[src/tap_window_pkg.sv]
/*
 * constants and types shared by the double tap window timer.
 * assumes a 200 MHz ref_clk and register writes arriving as plain strobes.
 */
package tap_window_pkg;

    // ------------------------------------------------------------
    // register
    // ------------------------------------------------------------
    localparam logic [7:0] WINDOW_RESET = 8'h00;
    localparam logic [7:0] LATENCY_RESET = 8'h00;
    localparam logic [7:0] TIME_LIMIT_RESET = 8'h00;

    // ------------------------------------------------------------
    // rate and power mode codes
    // ------------------------------------------------------------
    localparam logic [2:0] RATE_800 = 3'h0;
    localparam logic [2:0] RATE_400 = 3'h1;
    localparam logic [2:0] RATE_200 = 3'h2;
    localparam logic [2:0] RATE_100 = 3'h3;
    localparam logic [2:0] RATE_50 = 3'h4;
    localparam logic [2:0] RATE_12P5 = 3'h5;
    localparam logic [2:0] RATE_6P25 = 3'h6;
    localparam logic [2:0] RATE_1P56 = 3'h7;

    typedef enum logic [1:0] {
        MODE_NORMAL = 2'h0,
        MODE_LOW_POWER_LOW_NOISE = 2'h1,
        MODE_HIGH_RES = 2'h2,
        MODE_LOW_POWER = 2'h3
    } power_mode_type;

    // ------------------------------------------------------------
    // timing: shortest step 1.25 ms, steps are powers of two of it
    // ------------------------------------------------------------
    localparam int BASE_STEP_NS = 1250000;
    localparam int CLOCK_PERIOD_NS = 5;
    localparam int BASE_STEP_CYCLES = BASE_STEP_NS / CLOCK_PERIOD_NS;
    localparam int STEP_CNT_WIDTH = 26;
    localparam logic [3:0] MAX_SHIFT_FILTERED = 4'h8;

endpackage : tap_window_pkg

[src/tap_step_timer.sv]
/*
 * step timer: emits a one-cycle tick every time step of the selected length.
 * assumes the step exponent is stable while a window runs; restart realigns.
 */
`timescale 1ns/1ps
module tap_step_timer #(
    parameter int BASE_CYCLES = tap_window_pkg::BASE_STEP_CYCLES
) (
    input wire logic ref_clk,
    input wire logic resetn,
    input wire logic restart,
    input wire logic [3:0] step_shift,
    output logic tick
);
    import tap_window_pkg::*;

    typedef struct packed {
        logic [STEP_CNT_WIDTH-1:0] count;
        logic tick;
    } timer_state_type;

    timer_state_type state;
    timer_state_type next_state;
    logic [STEP_CNT_WIDTH-1:0] limit;

    // ------------------------------------------------------------
    // step length = base step << shift
    // ------------------------------------------------------------
    always_comb begin
        limit = STEP_CNT_WIDTH'(BASE_CYCLES) << step_shift;
        next_state = state;
        next_state.tick = 1'b0;
        if (restart) begin
            next_state.count = '0;
        end else if (state.count >= limit - STEP_CNT_WIDTH'(1)) begin
            next_state.count = '0;
            next_state.tick = 1'b1;
        end else begin
            next_state.count = state.count + STEP_CNT_WIDTH'(1);
        end
    end

    always_ff @(posedge ref_clk or negedge resetn) begin
        if (!resetn) begin
            state <= '0;
        end else begin
            state <= next_state;
        end
    end

    assign tick = state.tick;

endmodule : tap_step_timer

[src/double_tap_window_timer.sv]
/*
 * double tap window timer: latency, window and second-pulse qualification.
 * assumes pulse start/end from the threshold logic on ref_clk and register
 * writes presented as a value with a one-cycle write strobe.
 */
`timescale 1ns/1ps
module double_tap_window_timer #(
    parameter int BASE_CYCLES = tap_window_pkg::BASE_STEP_CYCLES
) (
    input wire logic ref_clk,
    input wire logic resetn,
    input wire logic window_write,
    input wire logic [7:0] window_write_data,
    input wire logic [7:0] latency,
    input wire logic [7:0] time_limit,
    input wire logic double_enable,
    input wire logic highpass_filter_enable,
    input wire logic [2:0] output_sample_rate,
    input wire tap_window_pkg::power_mode_type power_mode,
    input wire logic pulse_start,
    input wire logic pulse_end,
    output logic [7:0] double_tap_window,
    output logic latency_end,
    output logic window_open,
    output logic pulse_time_limit,
    output logic double_tap_detected,
    output logic window_expired
);
    import tap_window_pkg::*;

    typedef enum logic [2:0] {
        IDLE,
        FIRST_PULSE,
        LATENCY,
        WINDOW,
        SECOND_PULSE
    } phase_type;

    typedef struct packed {
        phase_type phase;
        logic [7:0] window;
        logic [7:0] count;
        logic latency_end;
        logic window_open;
        logic limit_hit;
        logic detected;
        logic expired;
    } tap_state_type;

    tap_state_type state;
    tap_state_type next_state;
    logic [3:0] shift;
    logic tick;
    logic restart;

    // ------------------------------------------------------------
    // time step selection
    // ------------------------------------------------------------
    function automatic logic [3:0] window_shift(input logic [2:0] rate, input power_mode_type mode,
                                                input logic filtered);
        logic [3:0] fast;
        logic [3:0] s;
        fast = (rate >= RATE_12P5) ? 4'h5 : {1'b0, rate} + 4'h1;
        case (mode)
            MODE_HIGH_RES: begin
                s = (rate == RATE_800) ? 4'h1 : 4'h2;
            end
            MODE_LOW_POWER_LOW_NOISE: begin
                s = (rate >= RATE_12P5) ? 4'h7 : fast;
            end
            MODE_LOW_POWER: begin
                s = (rate >= RATE_6P25) ? MAX_SHIFT_FILTERED : ((rate >= RATE_12P5) ? 4'h7 : fast);
            end
            default: begin
                s = fast;
            end
        endcase
        if (!filtered) begin
            if (mode == MODE_LOW_POWER) begin
                s = (s > 4'h7) ? 4'h6 : s - 4'h1;
            end else begin
                s = (s > 4'h2) ? s - 4'h2 : 4'h0;
            end
        end
        return s;
    endfunction : window_shift

    // ------------------------------------------------------------
    // step count check shared by latency and pulse limit
    // ------------------------------------------------------------
    function automatic logic steps_reached(input logic [7:0] steps, input logic [7:0] limit);
        return steps + 8'h01 >= limit;
    endfunction : steps_reached

    assign shift = window_shift(output_sample_rate, power_mode, highpass_filter_enable);

    // ------------------------------------------------------------
    // step timer
    // ------------------------------------------------------------
    tap_step_timer #(
        .BASE_CYCLES(BASE_CYCLES)
    ) step_timer (
        .ref_clk(ref_clk),
        .resetn(resetn),
        .restart(restart),
        .step_shift(shift),
        .tick(tick)
    );

    // ------------------------------------------------------------
    // detection sequence
    // ------------------------------------------------------------
    always_comb begin
        next_state = state;
        next_state.latency_end = 1'b0;
        next_state.limit_hit = 1'b0;
        next_state.detected = 1'b0;
        next_state.expired = 1'b0;
        restart = 1'b0;
        if (window_write) begin
            next_state.window = window_write_data;
        end
        case (state.phase)
            IDLE: begin
                if (pulse_start && double_enable) begin
                    next_state.phase = FIRST_PULSE;
                    next_state.count = '0;
                    restart = 1'b1;
                end
            end
            FIRST_PULSE: begin
                if (pulse_end) begin
                    next_state.phase = LATENCY;
                    next_state.count = '0;
                    restart = 1'b1;
                end else if (tick) begin
                    if (steps_reached(state.count, time_limit)) begin
                        next_state.phase = IDLE;
                        next_state.limit_hit = 1'b1;
                    end else begin
                        next_state.count = state.count + 8'h01;
                    end
                end
            end
            LATENCY: begin
                if (latency == 8'h00 || (tick && steps_reached(state.count, latency))) begin
                    next_state.phase = WINDOW;
                    next_state.count = next_state.window;
                    next_state.latency_end = 1'b1;
                    next_state.window_open = 1'b1;
                    restart = 1'b1;
                end else if (tick) begin
                    next_state.count = state.count + 8'h01;
                end
            end
            WINDOW: begin
                if (pulse_start) begin
                    next_state.phase = SECOND_PULSE;
                    next_state.window_open = 1'b0;
                    next_state.count = '0;
                    restart = 1'b1;
                end else if (state.count == 8'h00) begin
                    next_state.phase = IDLE;
                    next_state.window_open = 1'b0;
                    next_state.expired = 1'b1;
                end else if (tick) begin
                    next_state.count = state.count - 8'h01;
                end
            end
            SECOND_PULSE: begin
                if (pulse_end) begin
                    next_state.phase = IDLE;
                    next_state.detected = 1'b1;
                end else if (tick) begin
                    if (steps_reached(state.count, time_limit)) begin
                        next_state.phase = IDLE;
                        next_state.limit_hit = 1'b1;
                    end else begin
                        next_state.count = state.count + 8'h01;
                    end
                end
            end
            default: begin
                next_state.phase = IDLE;
            end
        endcase
        if (!double_enable) begin
            next_state.phase = IDLE;
            next_state.window_open = 1'b0;
            next_state.latency_end = 1'b0;
        end
    end

    // ------------------------------------------------------------
    // state register and outputs
    // ------------------------------------------------------------
    always_ff @(posedge ref_clk or negedge resetn) begin
        if (!resetn) begin
            state <= '0;
            state.window <= WINDOW_RESET;
        end else begin
            state <= next_state;
        end
    end

    assign double_tap_window = state.window;
    assign latency_end = state.latency_end;
    assign window_open = state.window_open;
    assign pulse_time_limit = state.limit_hit;
    assign double_tap_detected = state.detected;
    assign window_expired = state.expired;

endmodule : double_tap_window_timer

[config.mk]
export PLATFORM = sky130hd
export DESIGN_NAME = double_tap_window_timer
export DESIGN_NICKNAME = d
export VERILOG_FILES = /design/src/tap_window_pkg.sv /design/src/tap_step_timer.sv /design/src/double_tap_window_timer.sv
export SDC_FILE = /design/constraint.sdc
export NUM_CORES = 1
export LEC_CHECK = 0
export BUFFER_PORTS_ARGS = -buffer_cell sky130_fd_sc_hd__clkbuf_2
export CORE_MARGIN = 3
export CORE_UTILIZATION = 65
export CTS_BUF_LIST = sky130_fd_sc_hd__clkbuf_2 sky130_fd_sc_hd__clkbuf_4 sky130_fd_sc_hd__clkbuf_8
export DETAILED_ROUTE_END_ITERATION = 10
export GPL_ROUTABILITY_DRIVEN = 1
export GPL_TIMING_DRIVEN = 0
export MAX_ROUTING_LAYER = met4
export PLACE_DENSITY = 0.95
export RECOVER_POWER = 50
export SYNTH_ARGS = -nofsm -noshare
export SYNTH_HDL_FRONTEND = slang
export SYNTH_SLANG_ARGS = --single-unit
[constraint.sdc]
create_clock -name ref_clk -period 9.6 [get_ports ref_clk]
set_input_delay 2.88 -clock ref_clk [delete_from_list [all_inputs] [get_ports ref_clk]]
set_output_delay 2.88 -clock ref_clk [all_outputs]
set_load 0.005 [all_outputs]
==> results of run 1 <==
cell families after synthesis:
kind of cell    Yosys count
buf+inv                  64
xor+xnor                 44
simple gates            235
fa+ha+maj                57
flops                    51
mux                      19
compound gates          142
per-layer routing:
layer	routed length, um	track usage
met5	0	-
met4	259	0.0806
met3	912	0.0393
met2	6290	0.517
met1	5400	0.394
critical path: cells and delay by family:
kind | cells | cell delay, ns
buf+inv | 5 | 0.80
compound gates | 12 | 2.84
fa+ha+maj | 4 | 1.14
mux | 1 | 0.18
simple gates | 6 | 1.46
xor+xnor | 1 | 0.16
path summary, 6_finish.rpt:
check                      slack (ns)             startpoint                   end
min in group asynchronous        2.51                 resetn              state[6]
hold reg to reg                  0.47    step_timer.state[1]   step_timer.state[1]
max in group asynchronous        4.64                 resetn  step_timer.state[11]
hold / removal                   0.47    step_timer.state[1]   step_timer.state[1]
setup reg to reg                 5.15               state[7]  step_timer.state[19]
setup / recovery                 0.37  output_sample_rate[1]  step_timer.state[19]
metrics by stage:
stage | instance area, um^2 | hold WS, ns | total power [uW] | TNS [ns] | utilization
after global routing | 5520 | 0.491 | 676 | 0 | 0.748
after global placement | 5360 | 0.448 | 482 | -18.51 | 0.727
after detailed placement | 5360 | 0.456 | 492 | -29.34 | 0.727
after CTS | 5480 | 0.470 | 627 | 0 | 0.744
final | 5520 | 0.466 | 633 | 0 | 0.748
after floorplan | 5010 | 0.433 | 421 | 0 | -
area by class of cell:
class,count,share of cell area
sequential,51,0.231
timing repair buffer,48,0.0438
inverter,32,0.0218
clock inverter,3,0.00522
buffer,32,0.0286
clock buffer,5,0.0125
tap,99,0.0225
multi-input combinational,497,0.634
where the power goes:
part	switching, uW	internal (uW)	total, uW
sequential	10.3	226	237
clock	80.7	54.2	135
combinational	158	103	261
total	249	383	633
repair_timing:
| item | 4_1_cts | 5_1_grt |
|---|---|---|
| setup endpoints to repair | 27 | 25 |
| hold buffers | 0 | 0 |
| setup buffers | 0 | 2 |
| gates resized for setup | 5 | 7 |
| pin swaps | 0 | 1 |
state kept, by name, indices dropped and copies added (netlist names):
register,flops
step_timer.state,26
window_expired,1
window_open,1
double_tap_detected,1
double_tap_window,8
state,11
step_timer.tick,1
latency_end,1
pulse_time_limit,1
cell usage in the layout (no fill, tap or decap), drive strengths merged, types with 4 or more instances in the layout:
cell and n:
a211oi 6, a21o 17, a21oi 29, a221oi 5, a31oi 7, and2 6
and3 9, buf 14, clkbuf 71, dfrtp 51, ha 57, inv 33
mux2 11, mux2i 7, nand2 46, nand2b 9, nand3 26, nand4 10
nor2 75, nor2b 8, nor3 22, nor4 7, o211ai 4, o21a 4
o21ai 32, o2bb2ai 5, xnor2 19, xor2 25
==> parameters.txt, run 1 <==
Parameter                              Value

Final layout
  Seq. cell area    1280 um^2
  Post-route insts no fill    767
  Final nets    760
  Total of fill cells in the finished design    546
  Layout cells sized above 1    0.130
  # diodes    0
  Synth-to-Final Area Change    10.1%
  Area used by multi-input combinational logic    3500 um^2

Pwr
  Max rail drop VDD    90.9 uV
  Power density of the placed cells    115 nW/um^2
  Cell leakage power    0.00273 uW

Yosys
  Xor/xnor share of the synthesized area    0.0770
  Synth top area cells    sky130_fd_sc_hd__dfrtp_1 (25%), sky130_fd_sc_hd__ha_1 (14%), sky130_fd_sc_hd__nor2_1 (5.6%), sky130_fd_sc_hd__xor2_1 (4.4%), sky130_fd_sc_hd__nand2_1 (3.4%)
  Proportion of synthesized flip-flops having asynchronous set or reset    1.00
  Share of Yosys cell area claimed by the top area cell type    0.255
  Largest family of logic cells by synthesized area    simple AND/OR/NAND/NOR gates
  Synthesis Warnings    0
  Post-synthesis cell type with the largest combined area    sky130_fd_sc_hd__dfrtp_1
  Netlist area before placement    5010 um^2
  Number of synthesized flops with an enable pin    0
  Net Count, Synth    705
  Sequential area share after synthesis    0.255
  Post-synth top flop    sky130_fd_sc_hd__dfrtp_1
  Synth Area in Compound Gates    0.200
  Synth Instances    612
  Area share of and/or/nand/nor cells after synthesis    0.228
  Synthesized-area fraction occupied by adder cells    0.142
  Number of synthesized register bits    51
  Mux contribution to synthesized area    0.0432
  Commonest cells in the synthesized netlist    sky130_fd_sc_hd__nor2_1 (75), sky130_fd_sc_hd__ha_1 (57), sky130_fd_sc_hd__dfrtp_1 (51)
  Most common cell in the netlist    sky130_fd_sc_hd__nor2_1
  Mapped Avg Cell Area    8.18 um^2
  Number of distinct library cells after synthesis    65

Critical path
  Required time at the worst-slack endpoint    9.84 ns
  Highest-delay cell along the critical path    sky130_fd_sc_hd__o41ai_4
  FF-to-FF path depth    14
  Most used cell, CP    sky130_fd_sc_hd__a21o_1
  CP Max Fanout    10
  Nature of the critical path startpoint    input pin
  Crit. End Element    flip-flop
  Worst path max stage delay    0.48 ns
  Data arrival time at the worst-slack endpoint    9.47 ns
  Critical path type    in -> reg

Global route
  Global-route wire length before repair    21.5 mm
  Via count of the first global-routing pass    4615
  Initial antenna violation count    0
  Overall fraction of global-route tracks in use    0.308
  Largest net degree at the start of global routing    52
  Global-route congestion overflow total    0

Timing
  Worst setup margin    0.372 ns
  Setup-failing EPs final    0
  RSZ-0062 raised after global routing    false
  Actual transition at the worst max-transition pin    2.20 ns
  Fmax    0.108 GHz
  Hold Fails Final Rpt    0
  Slew Limit Fails    43
  Post-route minimum period    9.23 ns
  Max Clock Skew    0.00973 ns
  Max-slew headroom at the worst pin    -0.469
  Share of the clock period used by the worst path    0.961

Clock network
  TritonCTS clock tree    done
  Clock buffers created by TritonCTS    5
  Clock slew seen by the registers of the worst setup and hold paths    0.11 ns
  Number of levels in the clock H-tree    2
  Worst-Skew Late Latency    0.32 ns
  Root buffer cell    sky130_fd_sc_hd__clkbuf_8
  Maximum clock insertion buffer count    2
  Number of clock sinks    51

Run status
  Run status    finished, violations left
  Failing checks    capacitance limit, slew limit

Detailed routing
  DRC viols    0
  Total wirelength of the detailed-routed design    12.9 mm
  Detailed-route wire length per cell    16.8 um
  Antenna Nets Post-Route    0
  Vias after detailed routing    4821
  Initial detailed-routing violation count    413
  First-pass detailed-route iteration total    5
  Vias per cell    6.29

Place
  RePlAce Congestion    1.01
  Port Buffer Count    45
  Worst slack at placement    -1.21 ns
  Detailed Place HPWL    9.73 mm
  Placed cell count    756

Floorplanning
  Chip Height    93.8 um
  Area of the core    7370 um^2
  Horizontal die dimension    93.8 um
  Number of top-level pins    49
  Effective utilization at floorplan    0.679
  Row Count    31
  Die Area    8790 um^2

Hold path
  Worst hold path stage count    1
  Path type of the worst min-delay path    reg -> reg

Job
  Max-cap violation count    1
No activity file was read; power rests on OpenSTA's default activity.
==> run 2, diff against run 1 <==
--- a/config.mk
+++ b/config.mk
@@ -17,4 +17,5 @@
 export RECOVER_POWER = 50
 export SYNTH_ARGS = -nofsm -noshare
 export SYNTH_HDL_FRONTEND = slang
+export SYNTH_HIERARCHICAL = 1
 export SYNTH_SLANG_ARGS = --single-unit
==> run 2 against run 1 <==
Against the previous run:
- the run still ends with capacitance limit, slew limit left
- first-iteration DRC count up 9.2%
- sequential power about the same
- highest routed layer unchanged
- synthesized cell count rose by 2.1%
- final cell count is 2.2% higher
- worst hold slack gained 0.028 ns
==> parameters.txt, run 2 <==
Parameter                              Value

Hold path
  Path type of the worst min-delay path    reg -> reg

Clock network
  Worst-Skew Late Latency    0.31 ns (about the same)
  Number of clock sinks    51 (unchanged)
  Root buffer cell    sky130_fd_sc_hd__clkbuf_8
  TritonCTS clock tree    done
  Clock buffers created by TritonCTS    5 (unchanged)
  Maximum clock insertion buffer count    2 (unchanged)
  Number of levels in the clock H-tree    2 (unchanged)
  Clock slew seen by the registers of the worst setup and hold paths    0.10 ns (about the same)

Detailed routing
  Vias per cell    6.46 (+2.8%)
  DRC viols    0 (unchanged)
  First-pass detailed-route iteration total    5 (unchanged)
  Vias after detailed routing    5064 (+5.0%)
  Total wirelength of the detailed-routed design    13.4 mm (+3.9%)
  Antenna Nets Post-Route    0 (unchanged)
  Detailed-route wire length per cell    17.1 um (+1.6%)
  Initial detailed-routing violation count    451 (+9.2%)

Floorplanning
  Effective utilization at floorplan    0.680 (about the same)
  Chip Height    96.6 um (+3.0%)
  Number of top-level pins    49 (unchanged)
  Row Count    32 (+3.2%)
  Area of the core    7850 um^2 (+6.5%)
  Die Area    9330 um^2 (+6.1%)
  Horizontal die dimension    96.6 um (+3.0%)

Yosys
  Number of synthesized flops with an enable pin    0 (unchanged)
  Number of synthesized register bits    51 (unchanged)
  Most common cell in the netlist    sky130_fd_sc_hd__nor2_1
  Synthesis Warnings    6 (+6)
  Netlist area before placement    5330 um^2 (+6.5%)
  Number of distinct library cells after synthesis    88 (+35%)
  Post-synth top flop    sky130_fd_sc_hd__dfrtp_1
  Synth top area cells    sky130_fd_sc_hd__dfrtp_1 (24%), sky130_fd_sc_hd__ha_1 (14%), sky130_fd_sc_hd__nor2_1 (5.0%), sky130_fd_sc_hd__xnor2_1 (4.8%), sky130_fd_sc_hd__xor2_1 (4.1%)
  Proportion of synthesized flip-flops having asynchronous set or reset    1.00 (unchanged)
  Mapped Avg Cell Area    8.53 um^2 (+4.3%)
  Share of Yosys cell area claimed by the top area cell type    0.239 (-0.0155)
  Post-synthesis cell type with the largest combined area    sky130_fd_sc_hd__dfrtp_1
  Synth Instances    625 (+2.1%)
  Sequential area share after synthesis    0.239 (-0.0155)
  Commonest cells in the synthesized netlist    sky130_fd_sc_hd__nor2_1 (71), sky130_fd_sc_hd__ha_1 (60), sky130_fd_sc_hd__dfrtp_1 (51)
  Net Count, Synth    721 (+2.3%)

Critical path
  Worst path max stage delay    0.54 ns (+0.06 ns)
  Most used cell, CP    sky130_fd_sc_hd__ha_1
  Nature of the critical path startpoint    input pin
  Crit. End Element    flip-flop
  CP bufs+invs    6 (+1)
  Highest-delay cell along the critical path    sky130_fd_sc_hd__mux4_2
  Data arrival time at the worst-slack endpoint    9.29 ns (-0.18 ns)
  Required time at the worst-slack endpoint    9.78 ns (-0.06 ns)
  CP Max Fanout    10 (unchanged)
  Critical path type    in -> reg
  Category of cells accounting for the largest share of critical-path delay    compound AO/OA/AOI/OAI gates

Global route
  Overall fraction of global-route tracks in use    0.302 (-0.00540)
  Initial antenna violation count    0 (unchanged)
  Global-route wire length before repair    22.2 mm (+3.3%)
  Largest net degree at the start of global routing    52 (unchanged)
  Global-route congestion overflow total    0 (unchanged)
  Via count of the first global-routing pass    4881 (+5.8%)

Timing
  Max-slew headroom at the worst pin    -0.521 (-0.0515)
  Setup-failing EPs final    0 (unchanged)
  Max Clock Skew    0.00650 ns (-0.00324 ns)
  Final-layout setup total negative slack    0 ns (unchanged)
  Actual transition at the worst max-transition pin    2.28 ns (+0.0773 ns)
  Share of the clock period used by the worst path    0.948 (-0.0128)
  Fmax    0.110 GHz (+1.3%)
  Hold Fails Final Rpt    0 (unchanged)
  Post-route minimum period    9.11 ns (-0.122 ns)
  RSZ-0062 raised after global routing    false
  Slew Limit Fails    44 (+2.3%)

Run status
  Failing checks    capacitance limit, slew limit
  Run status    finished, violations left

Final layout
  Post-Layout Inst Area    5850 um^2 (+6.0%)
  Final nets    777 (+2.2%)
  Synth-to-Final Area Change    9.64%
  # diodes    0 (unchanged)
  Register ranked first by flip-flop count    step_timer/state
  Most frequent standard cell in the layout excluding fill and tap cells    sky130_fd_sc_hd__nor2_1
  Layout cells sized above 1    0.173 (+0.0428)
  Number of flip-flops under the largest register name    26 (unchanged)
  Most frequent cells in the layout    sky130_fd_sc_hd__nor2_1 (71), sky130_fd_sc_hd__ha_1 (60), sky130_fd_sc_hd__dfrtp_1 (51), sky130_fd_sc_hd__clkbuf_2 (47), sky130_fd_sc_hd__inv_1 (41)

Pwr
  Cell leakage power    0.00276 uW (+1.0%)
  Max rail drop VDD    94.2 uV (+3.7%)
  Power density of the placed cells    124 nW/um^2 (+8.0%)

Place
  Detailed Place HPWL    9.94 mm (+2.1%)
  Port Buffer Count    45 (unchanged)
  Instance area at placement    5690 um^2 (+6.1%)
  RePlAce Congestion    0.944 (-6.3%)

Job
  Max-cap violation count    1 (unchanged)
-- run 2: cell types whose count changed in the layout (fill, tap and decap cells not counted), moves of 10 or more --
cell                       change
sky130_fd_sc_hd__clkbuf_1     -10
sky130_fd_sc_hd__mux2i_1      +11
sky130_fd_sc_hd__nand2_1      -13
sky130_fd_sc_hd__o21ai_0      -11
sky130_fd_sc_hd__xnor2_1      +10
-- run 2: cell families (layout without fill, tap and decap cells) --
kind of cell | Yosys count | in the layout | share of synthesized area
AOI/OAI and AO/OA | 138 | 138 | 0.186
muxes | 28 | 28 | 0.0591
buffers and inverters | 77 | 134 | 0.0732
xor gates and xnor gates | 54 | 54 | 0.0887
adders and majority gates | 60 | 60 | 0.141
and+or+nand+nor | 217 | 217 | 0.213
DFF | 51 | 51 | 0.239
-- run 2: layout make-up --
class / instances / area, um^2
Tap cell: 102 / 128
Fill cell: 554 / 2000
Inverter: 42 / 158
Multi-Input combinational cell: 497 / 3710
Timing Repair Buffer: 49 / 249
Clock inverter: 3 / 18.8
Clock buffer: 5 / 68.8
Sequential cell: 51 / 1280
Buffer: 35 / 238
-- run 2: path summary, 6_finish.rpt --
path | end | slack (ns) | start | cells past startpoint
hold reg to reg | step_timer/state[1] | 0.49 | step_timer/state[1] | 1
hold / removal | step_timer/state[1] | 0.49 | step_timer/state[1] | 1
setup reg to reg | step_timer/state[24] | 5.67 | state[5] | 15
setup / recovery | step_timer/state[24] | 0.49 | output_sample_rate[1] | 28
min in group asynchronous | double_tap_window[6] | 2.49 | resetn | 1
max in group asynchronous | double_tap_window[2] | 4.61 | resetn | 2
-- run 2: per-stage QoR --
stage / worst slack (ns) / power, uW / hold slack [ns] / instances / utilization
3_5_place_dp: -0.580 / 578 / 0.483 / 772 / 0.724
4_1_cts: 0.125 / 705 / 0.496 / 780 / 0.738
5_1_grt: 0.0474 / 773 / 0.530 / 784 / 0.745
2_1_floorplan: 0.944 / 495 / 0.455 / 625 / -
3_3_place_gp: -0.181 / 557 / 0.478 / 772 / 0.724
6_report: 0.495 / 725 / 0.494 / 784 / 0.745
-- run 2: layer usage --
| layer | track usage | share of wire | wire [um] |
|---|---|---|---|
| met4 | 0.110 | 0.028 | 376 |
| met3 | 0.0534 | 0.079 | 1060 |
| met5 | - | 0 | 0 |
| met1 | 0.378 | 0.41 | 5420 |
| met2 | 0.493 | 0.49 | 6520 |
-- run 2: report_power, final --
part           internal [uW]  switching (uW)  total, uW
sequential               226            11.6        238
clock                   51.5            74.9        126
combinational            146             214        360
total                    424             300        725
-- run 2: what timing repair did --
item / CTS / global route
setup endpoints to repair: 20 / 26
buffers inserted: 0 / 3
pin swaps: 0 / 1
gates resized for setup: 4 / 10
hold buffers: 0 / 0
cloned: 0 / 0
-- run 2: worst register-to-register path, delay by kind of cell, from the launching register on --
family / cells / cell delay [ns]
DFF: 1 / 0.55
buffers and inverters: 2 / 0.44
xor gates and xnor gates: 1 / 0.40
adders and majority gates: 2 / 0.54
and+or+nand+nor: 5 / 0.86
AOI/OAI and AO/OA: 5 / 1.01
==> run 3, diff against run 2 <==
--- a/config.mk
+++ b/config.mk
@@ -6,9 +6,11 @@
 export NUM_CORES = 1
 export LEC_CHECK = 0
 export BUFFER_PORTS_ARGS = -buffer_cell sky130_fd_sc_hd__clkbuf_2
+export CELL_PAD_IN_SITES_DETAIL_PLACEMENT = 1
+export CELL_PAD_IN_SITES_GLOBAL_PLACEMENT = 1
 export CORE_MARGIN = 3
-export CORE_UTILIZATION = 65
-export CTS_BUF_LIST = sky130_fd_sc_hd__clkbuf_2 sky130_fd_sc_hd__clkbuf_4 sky130_fd_sc_hd__clkbuf_8
+export CORE_UTILIZATION = 51
+export CTS_BUF_LIST = sky130_fd_sc_hd__clkbuf_4
 export DETAILED_ROUTE_END_ITERATION = 10
 export GPL_ROUTABILITY_DRIVEN = 1
 export GPL_TIMING_DRIVEN = 0
==> run 3 against run 2 <==
Against the previous run:
- critical path depth decreased by 1
- via count rose by 2.6%
- the flow still finishes with violations (capacitance limit, slew limit)
- non-clock buffer count is 1 lower
- flip-flop and latch count did not move
- cell area up 0.43%
- register-to-register slack worse by 0.27 ns
- critical path type unchanged
==> parameters.txt, run 3 (synthesis gave the netlist of run 2 again) <==
Parameter                              Value

Global route
  Most used routing layer in global routing    met2
  Largest net degree at the start of global routing    52 (unchanged)
  Via count of the first global-routing pass    5513 (+13%)
  Global-route met1 utilization    0.351 (-0.0264)
  Global-route wire length before repair    27.5 mm (+24%)
  Met2 Track Usage GR    0.536 (+0.0433)
  Global-route congestion overflow total    0 (unchanged)
  Global-route track usage on met3    0.0436 (-0.00986)
  Overall fraction of global-route tracks in use    0.303 (+0.000795)
  Initial antenna violation count    0 (unchanged)

Critical path
  Most used cell, CP    sky130_fd_sc_hd__ha_1
  CP Max Fanout    10 (unchanged)
  Critical path type    in -> reg
  Required time at the worst-slack endpoint    9.87 ns (+0.09 ns)
  Data arrival time at the worst-slack endpoint    9.48 ns (+0.19 ns)
  Worst path max stage delay    0.55 ns (about the same)
  Nature of the critical path startpoint    input pin
  Highest-delay cell along the critical path    sky130_fd_sc_hd__mux4_2
  CP bufs+invs    5 (-1)
  Category of cells accounting for the largest share of critical-path delay    compound AO/OA/AOI/OAI gates
  Crit. End Element    flip-flop

Floorplanning
  Number of top-level pins    49 (unchanged)
  Area of the core    9950 um^2 (+27%)
  Die Area    11700 um^2 (+26%)
  Effective utilization at floorplan    0.536 (-0.144)
  Horizontal die dimension    108 um (+12%)
  Row Count    36 (+13%)
  Chip Height    108 um (+12%)

Pwr
  Final Power    748 uW (+3.3%)
  Clk network pwr share    0.171 (-0.004)
  Internal Dissipation    429 uW (+1.0%)
  NetSw    320 uW (+6.5%)
  Switching share of power    0.427 (+0.0128)
  Power density of the placed cells    127 nW/um^2 (+2.8%)
  Max rail drop VDD    63.9 uV (-32%)
  Relative contribution of combinational cells to total power    0.508 (+0.011)
  Cell leakage power    0.00274 uW (-0.42%)
  Power share of the sequential group    0.320 (-0.008)

Timing
  Max-slew headroom at the worst pin    -0.104 (+0.417)
  Hold Fails Final Rpt    0 (unchanged)
  Fmax    0.109 GHz (-1.2%)
  Post-route minimum period    9.21 ns (+0.108 ns)
  Slew Limit Fails    30 (-32%)
  Share of the clock period used by the worst path    0.960 (+0.0113)
  Max Clock Skew    0.0140 ns (+0.00751 ns)
  Worst hold slack across all endpoints    0.516 ns (+0.0222 ns)
  Setup-failing EPs final    0 (unchanged)
  Actual transition at the worst max-transition pin    1.66 ns (-0.625 ns)

Final layout
  Most frequent standard cell in the layout excluding fill and tap cells    sky130_fd_sc_hd__nor2_1
  Register ranked first by flip-flop count    step_timer/state
  Post-Layout Inst Area    5870 um^2 (+0.43%)
  Final nets    776 (-0.13%)
  Number of flip-flops under the largest register name    26 (unchanged)
  Synth-to-Final Area Change    10.1%
  Fin util    0.590 (-0.155)
  Most frequent cells in the layout    sky130_fd_sc_hd__nor2_1 (71), sky130_fd_sc_hd__ha_1 (60), sky130_fd_sc_hd__dfrtp_1 (51), sky130_fd_sc_hd__clkbuf_2 (45), sky130_fd_sc_hd__inv_1 (41)
  Layout cells sized above 1    0.171 (-0.00243)
  Post-route insts no fill    813 (+3.7%)
  # diodes    0 (unchanged)

Detailed routing
  Initial detailed-routing violation count    373 (-17%)
  Detailed-route wire length per cell    20.9 um (+23%)
  Vias after detailed routing    5194 (+2.6%)
  Vias per cell    6.39 (-1.1%)
  Antenna Nets Post-Route    0 (unchanged)
  DRC viols    0 (unchanged)
  Total wirelength of the detailed-routed design    17.0 mm (+27%)
  First-pass detailed-route iteration total    5 (unchanged)

Clock network
  Post-cts hold buffer count    0 (unchanged)
  Maximum clock insertion buffer count    2 (unchanged)
  Clock slew seen by the registers of the worst setup and hold paths    0.16 ns (+0.06 ns)
  Number of levels in the clock H-tree    2 (unchanged)
  Root buffer cell    sky130_fd_sc_hd__clkbuf_4
  TritonCTS clock tree    done
  Number of clock sinks    51 (unchanged)
  Clock buffers created by TritonCTS    5 (unchanged)
  Worst-Skew Late Latency    0.38 ns (+0.07 ns)

Job
  Max-cap violation count    1 (unchanged)

Run status
  Failing checks    capacitance limit, slew limit
  Run status    finished, violations left

Place
  Detailed Place HPWL    12.2 mm (+23%)
  RePlAce Congestion    0.886 (-6.1%)
  Placed cell count    803 (+4.0%)
  Instance area at placement    5720 um^2 (+0.68%)
  Port Buffer Count    45 (unchanged)

Hold path
  Path type of the worst min-delay path    reg -> reg
==> run 3: cell type report <==
type,instances,area [um^2]
multi-input combinational,497,3710
sequential,51,1280
clock buffer,5,37.5
timing repair buffer,50,256
tap,133,166
clock inverter,2,37.5
fill,1209,4080
buffer,33,229
inverter,42,158
==> run 3: power groups by stage <==
stage	logic, uW	clock network (uW)	registers (uW)
after floorplan	256	0	239
final	381	128	240
after CTS	361	131	239
after global routing	416	140	241
after global placement	326	0	241
after detailed placement	353	0	243
==> run 3: worst paths after layout <==
kind                                        from                    to  slack (ns)  cells after the start
max reg2reg                             state[5]              state[8]        5.40                     11
min                          step_timer/state[1]   step_timer/state[1]        0.52                      1
min reg2reg                  step_timer/state[1]   step_timer/state[1]        0.52                      1
max                        output_sample_rate[1]  step_timer/state[14]        0.39                     27
max in group asynchronous                 resetn  step_timer/state[14]        4.77                      2
min in group asynchronous                 resetn             state[10]        2.71                      1
==> run 3: metrics by stage <==
stage | worst slack (ns) | setup TNS [ns]
4_1_cts | 0.0350 | 0
3_5_place_dp | -0.909 | -19.24
6_report | 0.387 | 0
3_3_place_gp | -0.489 | -8.46
2_1_floorplan | 0.944 | 0
5_1_grt | -0.00747 | -0.0147
==> run 3: metal layers <==
metal	up-vias	share of wire
met5	-	0
met4	0	0.030
met3	63	0.066
met2	241	0.51
met1	2533	0.40
li1	2357	-
==> run 3: repair_timing <==
item,4_1_cts,5_1_grt
pin swaps,0,1
resized for setup,6,7
endpoints found under the setup margin,26,26
setup buffers,0,4
